### src/shared/sfsb_pkg.sv
// Package: register map, field layout and bus codes of the fault bank
package sfsb_pkg;
    // ----------------------------------------
    // Register byte offsets
    // ----------------------------------------
    localparam logic [7:0] SFSB_OFS_PIN = 8'h00;
    localparam logic [7:0] SFSB_OFS_FCTL = 8'h04;
    localparam logic [7:0] SFSB_OFS_FINV = 8'h08;
    localparam logic [7:0] SFSB_OFS_MLAT = 8'h0C;
    localparam logic [7:0] SFSB_OFS_MRT = 8'h10;
    // ----------------------------------------
    // Field positions
    // ----------------------------------------
    localparam int SFSB_PIN_LSB = 8;
    localparam int SFSB_RAN_BIT = 1;
    localparam int SFSB_PASS_BIT = 0;
    localparam int SFSB_CLR_BIT = 6;
    localparam int SFSB_CNT_LSB = 2;
    localparam int SFSB_LIM_LSB = 0;
    // ----------------------------------------
    // Reset values and limit codes
    // ----------------------------------------
    localparam logic [1:0] SFSB_LIM_RST = 2'h0;
    localparam logic [1:0] SFSB_INV_RST = 2'h0;
    localparam logic [3:0] SFSB_MAX_C0 = 4'h1;
    localparam logic [3:0] SFSB_MAX_C1 = 4'h2;
    localparam logic [3:0] SFSB_MAX_C2 = 4'h6;
    localparam logic [3:0] SFSB_MAX_C3 = 4'hC;
    // ----------------------------------------
    // AXI response codes
    // ----------------------------------------
    localparam logic [1:0] SFSB_RESP_OK = 2'h0;
    localparam logic [1:0] SFSB_RESP_ERR = 2'h2;
    // Stuck-pin flags, msb first as they sit in bits 13..8
    typedef struct packed {
        logic safe_out_stuck_low;
        logic safe_out_stuck_high;
        logic pg_two_stuck_low;
        logic pg_two_stuck_high;
        logic pg_one_stuck_low;
        logic pg_one_stuck_high;
    } sfsb_pin_t;
    // Monitor conditions, msb first as they sit in bits 14..0
    typedef struct packed {
        logic sw_two_overcurrent_flag;
        logic sw_one_overcurrent_flag;
        logic thermal_shutdown_flag;
        logic [5:0] undervoltage;
        logic [5:0] overvoltage;
    } sfsb_mon_t;
endpackage

### src/verilog/sfsb_bank.sv
// Safety fault status bank with AXI4-Lite register slave
`timescale 1ns/100ps
// Function
// - Self-test bit 13 flags safe-state pin stuck low.
// - Self-test bit 12 flags safe-state pin stuck high.
// - Bits 11 and 10 flag power-good two stuck low and high.
// - Bits 9 and 8 flag power-good one stuck low and high.
// - Bit 1 reads 1 once the logic self-test has run.
// - Bit 0 reads 1 only when the logic self-test passed.
// - Writing 1 to control bit 6 clears counter, then bit self-clears.
// - Counter value shows as 4-bit unsigned in control bits 5..2.
// - Limit code 00,01,10,11 selects maximum 1,2,6,12.
// - New limit applies only when it equals the inverted shadow.
// - Shadow bit 6 holds the clear companion, written by software.
// - Monitor bits 14 and 13 latch switcher two and one overcurrent.
// - Monitor bit 12 latches thermal shutdown.
// - Monitor bits 11..6 latch undervoltage of switchers and rails.
// - Monitor bits 5..0 latch overvoltage of switchers and rails.
// - All fields return to reset state on power-on reset.
// - A separate real-time view shows present monitor conditions.
module sfsb_bank
    import sfsb_pkg::*;
#(
    parameter int CNT_W = 4,
    parameter int ADDR_W = 8
) (
    // Clock and reset
    input wire logic i_core_clk,
    input wire logic i_rst_b,
    // Fault detector events
    input wire sfsb_pin_t i_pin_fault,
    input wire logic i_lt_done,
    input wire logic i_lt_pass,
    input wire logic i_fault_inc,
    input wire sfsb_mon_t i_mon_cond,
    // Counter state to the supervisor
    output logic [CNT_W-1:0] o_fault_count,
    output logic [1:0] o_fault_limit,
    output logic o_count_at_limit,
    // AXI4-Lite write channels
    input wire logic [ADDR_W-1:0] i_awaddr,
    input wire logic i_awvalid,
    output logic o_awready,
    input wire logic [31:0] i_wdata,
    input wire logic [3:0] i_wstrb,
    input wire logic i_wvalid,
    output logic o_wready,
    output logic [1:0] o_bresp,
    output logic o_bvalid,
    input wire logic i_bready,
    // AXI4-Lite read channels
    input wire logic [ADDR_W-1:0] i_araddr,
    input wire logic i_arvalid,
    output logic o_arready,
    output logic [31:0] o_rdata,
    output logic [1:0] o_rresp,
    output logic o_rvalid,
    input wire logic i_rready
);
    // ----------------------------------------
    // Elaboration checks
    // ----------------------------------------
    if (CNT_W != 4) begin : g_bad_cnt
        $error("CNT_W must be 4 to fit the counter field");
    end
    if (ADDR_W < 8) begin : g_bad_addr
        $error("ADDR_W must be at least 8");
    end

    // ----------------------------------------
    // Decode helpers
    // ----------------------------------------
    function automatic logic [3:0] lim_max(input logic [1:0] code);
        logic [3:0] m;
        m = SFSB_MAX_C0;
        unique case (code)
            2'h0: m = SFSB_MAX_C0;
            2'h1: m = SFSB_MAX_C1;
            2'h2: m = SFSB_MAX_C2;
            2'h3: m = SFSB_MAX_C3;
        endcase
        return m;
    endfunction

    // Word select: 0..4 mapped, 7 unmapped
    function automatic logic [2:0] reg_sel(input logic [ADDR_W-1:0] a);
        logic [2:0] s;
        s = 3'h7;
        if ((a >> 8) == '0) begin
            if (a[7:0] == SFSB_OFS_PIN) s = 3'h0;
            if (a[7:0] == SFSB_OFS_FCTL) s = 3'h1;
            if (a[7:0] == SFSB_OFS_FINV) s = 3'h2;
            if (a[7:0] == SFSB_OFS_MLAT) s = 3'h3;
            if (a[7:0] == SFSB_OFS_MRT) s = 3'h4;
        end
        return s;
    endfunction

    // ----------------------------------------
    // State
    // ----------------------------------------
    logic [5:0] pin_reg;
    logic lt_ran_reg;
    logic lt_pass_reg;
    logic clr_reg;
    logic [1:0] lim_reg;
    logic inv_clr_reg;
    logic [1:0] inv_lim_reg;
    logic [1:0] applied_reg;
    logic [CNT_W-1:0] count_reg;
    logic at_lim_reg;
    logic [14:0] mlat_reg;
    logic [14:0] mrt_reg;
    logic [ADDR_W-1:0] awaddr_reg;
    logic aw_full_reg;
    logic [31:0] wdata_reg;
    logic [3:0] wstrb_reg;
    logic w_full_reg;
    logic awready_reg;
    logic wready_reg;
    logic bvalid_reg;
    logic [1:0] bresp_reg;
    logic arready_reg;
    logic rvalid_reg;
    logic [1:0] rresp_reg;
    logic [31:0] rdata_reg;

    // ----------------------------------------
    // Bus decode
    // ----------------------------------------
    wire aw_take = i_awvalid && awready_reg;
    wire w_take = i_wvalid && wready_reg;
    wire do_wr = aw_full_reg && w_full_reg && !bvalid_reg;
    wire b_done = bvalid_reg && i_bready;
    wire ar_take = i_arvalid && arready_reg;
    wire r_done = rvalid_reg && i_rready;
    wire [2:0] wsel = reg_sel(awaddr_reg);
    wire [2:0] rsel = reg_sel(i_araddr);
    wire [15:0] wmask = {{8{wstrb_reg[1]}}, {8{wstrb_reg[0]}}};
    wire [15:0] wbits = wdata_reg[15:0] & wmask;
    wire wr_fctl = do_wr && wsel == 3'h1;
    wire wr_finv = do_wr && wsel == 3'h2;
    wire wr_mlat = do_wr && wsel == 3'h3;
    wire aw_full_next = (aw_full_reg || aw_take) && !do_wr;
    wire w_full_next = (w_full_reg || w_take) && !do_wr;
    wire bvalid_next = do_wr || (bvalid_reg && !i_bready);
    wire rvalid_next = ar_take || (rvalid_reg && !i_rready);

    // ----------------------------------------
    // Register views
    // ----------------------------------------
    wire [15:0] pin_word = {2'h0, pin_reg, 6'h0, lt_ran_reg, lt_pass_reg};
    wire [15:0] fctl_word = {9'h0, clr_reg, count_reg, lim_reg};
    wire [15:0] finv_word = {9'h0, inv_clr_reg, 4'h0, inv_lim_reg};
    wire [15:0] rd_word =
        rsel == 3'h0 ? pin_word :
        rsel == 3'h1 ? fctl_word :
        rsel == 3'h2 ? finv_word :
        rsel == 3'h3 ? {1'b0, mlat_reg} :
        rsel == 3'h4 ? {1'b0, mrt_reg} : 16'h0000;

    // ----------------------------------------
    // Fault counter logic
    // ----------------------------------------
    // shadow compare
    wire lim_match = lim_reg == ~inv_lim_reg;
    wire [1:0] applied_next = lim_match ? lim_reg : applied_reg;
    wire [3:0] cur_max = lim_max(applied_reg);
    wire [3:0] next_max = lim_max(applied_next);
    wire cnt_room = count_reg < cur_max;
    // Clear wins over a same-cycle increment
    wire [CNT_W-1:0] count_next =
        clr_reg ? '0 :
        (i_fault_inc && cnt_room) ? count_reg + 1'b1 : count_reg;
    wire at_lim_next = count_next >= next_max;
    wire [14:0] mon_now = i_mon_cond;
    // Set wins over a write-one clear
    wire [14:0] mlat_next =
        (mlat_reg & ~(wr_mlat ? wbits[14:0] : 15'h0000)) | mon_now;

    // ----------------------------------------
    // Status and control registers
    // ----------------------------------------
    // power-on reset of every field
    always_ff @(posedge i_core_clk or negedge i_rst_b) begin
        if (!i_rst_b) begin
            pin_reg <= 6'h00;
            lt_ran_reg <= 1'b0;
            lt_pass_reg <= 1'b0;
            clr_reg <= 1'b0;
            lim_reg <= SFSB_LIM_RST;
            inv_clr_reg <= 1'b0;
            inv_lim_reg <= SFSB_INV_RST;
            applied_reg <= SFSB_LIM_RST;
            count_reg <= '0;
            at_lim_reg <= 1'b0;
            mlat_reg <= 15'h0000;
            mrt_reg <= 15'h0000;
        end else begin
            pin_reg <= pin_reg | i_pin_fault;
            if (i_lt_done) begin
                lt_ran_reg <= 1'b1;
                lt_pass_reg <= i_lt_pass;
            end
            clr_reg <= wr_fctl && wbits[SFSB_CLR_BIT];
            if (wr_fctl && wstrb_reg[0]) begin
                lim_reg <= wbits[SFSB_LIM_LSB+:2];
            end
            if (wr_finv && wstrb_reg[0]) begin
                inv_clr_reg <= wbits[SFSB_CLR_BIT];
                inv_lim_reg <= wbits[SFSB_LIM_LSB+:2];
            end
            applied_reg <= applied_next;
            count_reg <= count_next;
            at_lim_reg <= at_lim_next;
            mlat_reg <= mlat_next;
            mrt_reg <= mon_now;
        end
    end

    // ----------------------------------------
    // AXI4-Lite slave
    // ----------------------------------------
    always_ff @(posedge i_core_clk or negedge i_rst_b) begin
        if (!i_rst_b) begin
            awaddr_reg <= '0;
            aw_full_reg <= 1'b0;
            wdata_reg <= 32'h00000000;
            wstrb_reg <= 4'h0;
            w_full_reg <= 1'b0;
            awready_reg <= 1'b0;
            wready_reg <= 1'b0;
            bvalid_reg <= 1'b0;
            bresp_reg <= SFSB_RESP_OK;
        end else begin
            if (aw_take) begin
                awaddr_reg <= i_awaddr;
            end
            if (w_take) begin
                wdata_reg <= i_wdata;
                wstrb_reg <= i_wstrb;
            end
            aw_full_reg <= aw_full_next;
            w_full_reg <= w_full_next;
            awready_reg <= !aw_full_next && !bvalid_next;
            wready_reg <= !w_full_next && !bvalid_next;
            bvalid_reg <= bvalid_next;
            if (do_wr) begin
                bresp_reg <= wsel == 3'h7 ? SFSB_RESP_ERR : SFSB_RESP_OK;
            end
        end
    end

    // Read side stalls ar while a data beat waits
    always_ff @(posedge i_core_clk or negedge i_rst_b) begin
        if (!i_rst_b) begin
            arready_reg <= 1'b0;
            rvalid_reg <= 1'b0;
            rresp_reg <= SFSB_RESP_OK;
            rdata_reg <= 32'h00000000;
        end else begin
            arready_reg <= !rvalid_next;
            rvalid_reg <= rvalid_next;
            if (ar_take) begin
                rdata_reg <= {16'h0000, rd_word};
                rresp_reg <= rsel == 3'h7 ? SFSB_RESP_ERR : SFSB_RESP_OK;
            end
        end
    end

    // ----------------------------------------
    // Outputs
    // ----------------------------------------
    assign o_fault_count = count_reg;
    assign o_fault_limit = applied_reg;
    assign o_count_at_limit = at_lim_reg;
    assign o_awready = awready_reg;
    assign o_wready = wready_reg;
    assign o_bresp = bresp_reg;
    assign o_bvalid = bvalid_reg;
    assign o_arready = arready_reg;
    assign o_rdata = rdata_reg;
    assign o_rresp = rresp_reg;
    assign o_rvalid = rvalid_reg;

    // ----------------------------------------
    // Assertions
    // ----------------------------------------
    chk_pin_flag_sticky: assert property (
        @(posedge i_core_clk) disable iff (!i_rst_b)
        (|i_pin_fault) |=> ((pin_reg & $past(i_pin_fault))
            == $past(i_pin_fault)) && ($past(pin_reg) & ~pin_reg) == 6'h00)
        else $error("stuck pin flag lost or not set");

    chk_test_result: assert property (
        @(posedge i_core_clk) disable iff (!i_rst_b)
        i_lt_done |=> lt_ran_reg && lt_pass_reg == $past(i_lt_pass))
        else $error("self-test result not recorded");

    chk_pass_needs_ran: assert property (
        @(posedge i_core_clk) disable iff (!i_rst_b)
        lt_pass_reg |-> lt_ran_reg)
        else $error("pass flag without ran flag");

    chk_clear_pulse: assert property (
        @(posedge i_core_clk) disable iff (!i_rst_b)
        (wr_fctl && wbits[SFSB_CLR_BIT]) |=> clr_reg ##1
            (!clr_reg && count_reg == '0))
        else $error("counter clear did not act or self-clear");

    chk_count_step: assert property (
        @(posedge i_core_clk) disable iff (!i_rst_b)
        (i_fault_inc && !clr_reg && cnt_room) |=>
            count_reg == $past(count_reg) + 1'b1)
        else $error("counter did not advance");

    chk_count_cap: assert property (
        @(posedge i_core_clk) disable iff (!i_rst_b)
        (!cnt_room && !clr_reg) |=> $stable(count_reg))
        else $error("counter passed its limit");

    chk_limit_apply: assert property (
        @(posedge i_core_clk) disable iff (!i_rst_b)
        lim_match |=> applied_reg == $past(lim_reg))
        else $error("matching limit not applied");

    chk_limit_hold: assert property (
        @(posedge i_core_clk) disable iff (!i_rst_b)
        !lim_match |=> $stable(applied_reg))
        else $error("limit changed without shadow match");

    chk_mon_latch: assert property (
        @(posedge i_core_clk) disable iff (!i_rst_b)
        (|mon_now) |=> (mlat_reg & $past(mon_now)) == $past(mon_now))
        else $error("monitor event not latched");

    chk_mon_keep: assert property (
        @(posedge i_core_clk) disable iff (!i_rst_b)
        !wr_mlat |=> ($past(mlat_reg) & ~mlat_reg) == 15'h0000)
        else $error("latched flag dropped without clear");

    chk_rt_view: assert property (
        @(posedge i_core_clk) disable iff (!i_rst_b)
        1'b1 |=> mrt_reg == $past(mon_now))
        else $error("real-time view lags");

    chk_write_resp: assert property (
        @(posedge i_core_clk) disable iff (!i_rst_b)
        do_wr |=> bvalid_reg && !awready_reg && !wready_reg)
        else $error("write response missing");

    chk_read_resp: assert property (
        @(posedge i_core_clk) disable iff (!i_rst_b)
        ar_take |=> rvalid_reg && !arready_reg)
        else $error("read response missing");

    chk_limit_flag: assert property (
        @(posedge i_core_clk) disable iff (!i_rst_b)
        at_lim_reg == (count_reg >= lim_max(applied_reg)))
        else $error("at-limit flag disagrees with count");

    chk_count_bound: assert property (
        @(posedge i_core_clk) disable iff (!i_rst_b)
        count_reg <= SFSB_MAX_C3)
        else $error("counter beyond largest limit");

endmodule

### config.mk
export PLATFORM = sky130hd
export DESIGN_NAME = sfsb_bank
export DESIGN_NICKNAME = d
export VERILOG_FILES = /design/src/shared/sfsb_pkg.sv /design/src/verilog/sfsb_bank.sv
export SDC_FILE = /design/constraint.sdc
export NUM_CORES = 1
export LEC_CHECK = 0
export BUFFER_PORTS_ARGS = -buffer_cell sky130_fd_sc_hd__buf_2
export CELL_PAD_IN_SITES_DETAIL_PLACEMENT = 0
export CELL_PAD_IN_SITES_GLOBAL_PLACEMENT = 1
export CORE_MARGIN = 2
export CORE_UTILIZATION = 45
export CTS_BUF_LIST = sky130_fd_sc_hd__clkbuf_8
export CTS_CLUSTER_SIZE = 14
export DETAILED_ROUTE_END_ITERATION = 6
export PLACE_DENSITY_LB_ADDON = 0.1
export SYNTH_ARGS = -nofsm -noshare
export SYNTH_HDL_FRONTEND = slang
export SYNTH_SLANG_ARGS = --single-unit
### constraint.sdc
create_clock -name i_core_clk -period 4.98 [get_ports i_core_clk]
set_clock_uncertainty 0.2 [all_clocks]
set_input_delay 0.498 -clock i_core_clk [delete_from_list [all_inputs] [get_ports i_core_clk]]
set_output_delay 0.498 -clock i_core_clk [all_outputs]
set_load 0.02 [all_outputs]
==> impl_metrics.yaml <==
cells_and_area:
  finalNetCount: 571
  postLayoutCellArea_um2: 5180
  antenna_cells: 0
  stdcell_count: 612
  syn2layout_area_growth_pct: 16.1
  drive_gt1_frac: 0.332
floorplanning:
  dieArea_um2: 10700
  die_w_um: 104
  rows: 36
  io_pins: 131
  start_util: 0.461
  core-area_um2: 9680
  die_h_um: 104
yosys:
  ys_seq_elements: 100
  synth_top_area_share: 0.560
  avgSynthCellArea_um2: 11.8
  ys_types: 47
  yosys_warnings: 0
  synthTopCellsByCount: "dfrtp_1 (100), nand2_1 (39), mux2_2 (33)"
  yosysTopAreaCell: "dfrtp_1"
  syn_inst: 380
  synth_area_leaders: "dfrtp_1 (56%), mux2_2 (8.3%), ha_1 (3.6%)"
  synthFlopType: "dfrtp_1"
  seq_area_frac_synth: 0.560
  netlist_area_um2: 4470
  synthArstFlopShare: 1.00
  yosysMostFrequentCell: "dfrtp_1"
  synth_edf_count: 0
power:
  internal_power_mw: 1.44
  power_frac_seq: 0.520
  power_frac_clock: 0.230
  leakagePower_nw: 2.38
  vdd_drop_max_mv: 0.322
  p_sw_mw: 0.676
  power_mw: 2.12
  power_frac_comb: 0.250
  power_density_nw_per_um2: 408
  p_sw_frac: 0.319
place:
  place_inst: 597
  dp_slack_ps: 1960
  gp_routability_congestion: 0.769
  port_buffers: 92
  post-dp-hpwl_um: 6620
  postPlaceCellArea_um2: 5000
routing:
  drt-initial-drc-count: 127
  drt_drc_violations_left: 0
  wl_per_cell_um: 14.9
  drt_first_pass_iters: 5
  viasPerCell: 5.08
  wirelength_um: 9140
  ant_nets: 0
  vias: 3112
grt:
  grt_use_total: 0.173
  overflow: 0
  grt_pass1_vias: 2982
  grt_pass1_wl_um: 15000
  antenna_found_initial: 0
  grt_max_degree: 64
worst_setup_path:
  critPathLaunchType: "register"
  critPathArrivalTime_ps: 3010
  crit_fanout: 5
  path_class: "reg2reg"
  end_kind: "register"
  worstPathRequired_ps: 5020
cts:
  clock_path_buffers: 2
  insertion_delay_ps: 350
  cts.sinks: 100
  cts-resized-gates: 0
  post_cts_buffers: 0
  cts_root_buf: "clkbuf_8"
  clkTransAtPathRegs_ps: 90
  holdBufCountCts: 0
  cts_tree: "built"
  htreeDepth: 3
  cts_buffers: 9
timing:
  max_freq_ghz: 0.336
  setup_viol: 0
  maxSlewHeadroom: 0.431
  grt_setup_unrepaired: "false"
  worstMarginPinSlew_ps: 850
  postLayoutSetupSlackWorst_ps: 2010
  fin_crit_ps: 2970
  drv_slew: 0
  hold_viol_final: 0
  finalCritPeriodShare: 0.597
  tns_ps: 0
run:
  max_cap_violations: 0
min_path:
  hold_class: "in2async"
run_status:
  status: "finished clean"
worst paths after layout:
check | start | endpoint | slack, ps | depth (start not counted)
worst max-delay path | o_fault_limit[0]$_DFF_PN0_ | o_count_at_limit$_DFF_PN0_ | 2010 | 12
worst min-delay path | i_rst_b | wdata_reg[12]$_DFFE_PN0P_ | 20 | 1
worst max register to register | o_fault_limit[0]$_DFF_PN0_ | o_count_at_limit$_DFF_PN0_ | 2010 | 12
worst min register to register | mlat_reg[0]$_DFF_PN0_ | mlat_reg[0]$_DFF_PN0_ | 280 | 1
max in group asynchronous | i_rst_b | o_rdata[3]$_DFFE_PN0P_ | 3580 | 2
min in group i_core_clk | i_mon_cond[9] | mrt_reg[9]$_DFF_PN0_ | 60 | 1
area by class of cell:
type | count | area [um^2]
clock buffers | 12 | 165
inverters | 14 | 52.6
well taps | 133 | 166
flip-flops and latches | 100 | 2500
fillers | 895 | 4500
clock inverters | 3 | 21.3
repair buffers | 93 | 470
multi-input cells | 257 | 1810
stage by stage:
step / util / hold slack (ps)
2_1_floorplan: - / 2.41
3_3_place_gp: 0.516 / 257
3_5_place_dp: 0.516 / 254
4_1_cts: 0.535 / 51.0
5_1_grt: 0.535 / 47.1
6_report: 0.535 / 17.8
cells in the final DEF, fill, tap and decap left out, types with 2 or more instances in the layout:
| master | n |
|---|---|
| a21o_1 | 16 |
| a22oi_1 | 7 |
| conb_1 | 19 |
| dfrtp_1 | 100 |
| nand3b_1 | 3 |
| or4_1 | 2 |
| nor2b_1 | 7 |
| ha_1 | 13 |
| a2bb2oi_1 | 7 |
| mux2_2 | 33 |
| nor4_4 | 3 |
| a32oi_1 | 2 |
| inv_1 | 14 |
| o21ai_0 | 21 |
| mux2i_1 | 4 |
| nand2b_1 | 4 |
| nand2_1 | 39 |
| buf_2 | 91 |
| buf_4 | 2 |
| a22o_1 | 5 |
| nor2_1 | 15 |
| and2_1 | 3 |
| nor4_1 | 3 |
| nand3_1 | 3 |
| a21oi_1 | 14 |
| a21bo_2 | 4 |
| clkbuf_8 | 12 |
| o211ai_1 | 3 |
| or2_2 | 8 |
kinds of logic after synthesis:
group,after synthesis,share of synthesized area
DFF,100,0.560
and+or+nand+nor,99,0.123
AOI/OAI and AO/OA,87,0.133
buffers and inverters,41,0.0504
muxes,37,0.0922
adders and majority gates,13,0.0364
xor gates and xnor gates,2,0.00392
other,1,0.000840
worst max-delay path, cell delays in order (launching register included):
cell and delay (ps):
dfrtp_1 440, inv_1 90, ha_1 200, nor2_1 100
ha_1 250, a21oi_1 130, o21ai_0 200, a21oi_1 380
mux2i_1 280, ha_1 250, a21boi_0 110, o21ai_0 150
a21oi_1 80
metal layers:
layer  vias up  part of all wire  track usage
met5         -                 0            0
met4         0            0.0042       0.0463
met3         2             0.056       0.0352
met2        91              0.46        0.268
met1      1525              0.48        0.251
li1       1494                 -            -
power by group through the flow:
stage / clock network [mW] / registers, mW / logic (mW)
2_1_floorplan: 0 / 1.12 / 0.367
3_3_place_gp: 0 / 1.11 / 0.524
5_1_grt: 0.538 / 1.13 / 0.595
4_1_cts: 0.504 / 1.10 / 0.539
6_report: 0.487 / 1.10 / 0.530
3_5_place_dp: 0 / 1.12 / 0.538
No activity file was read; power rests on OpenSTA's default activity.
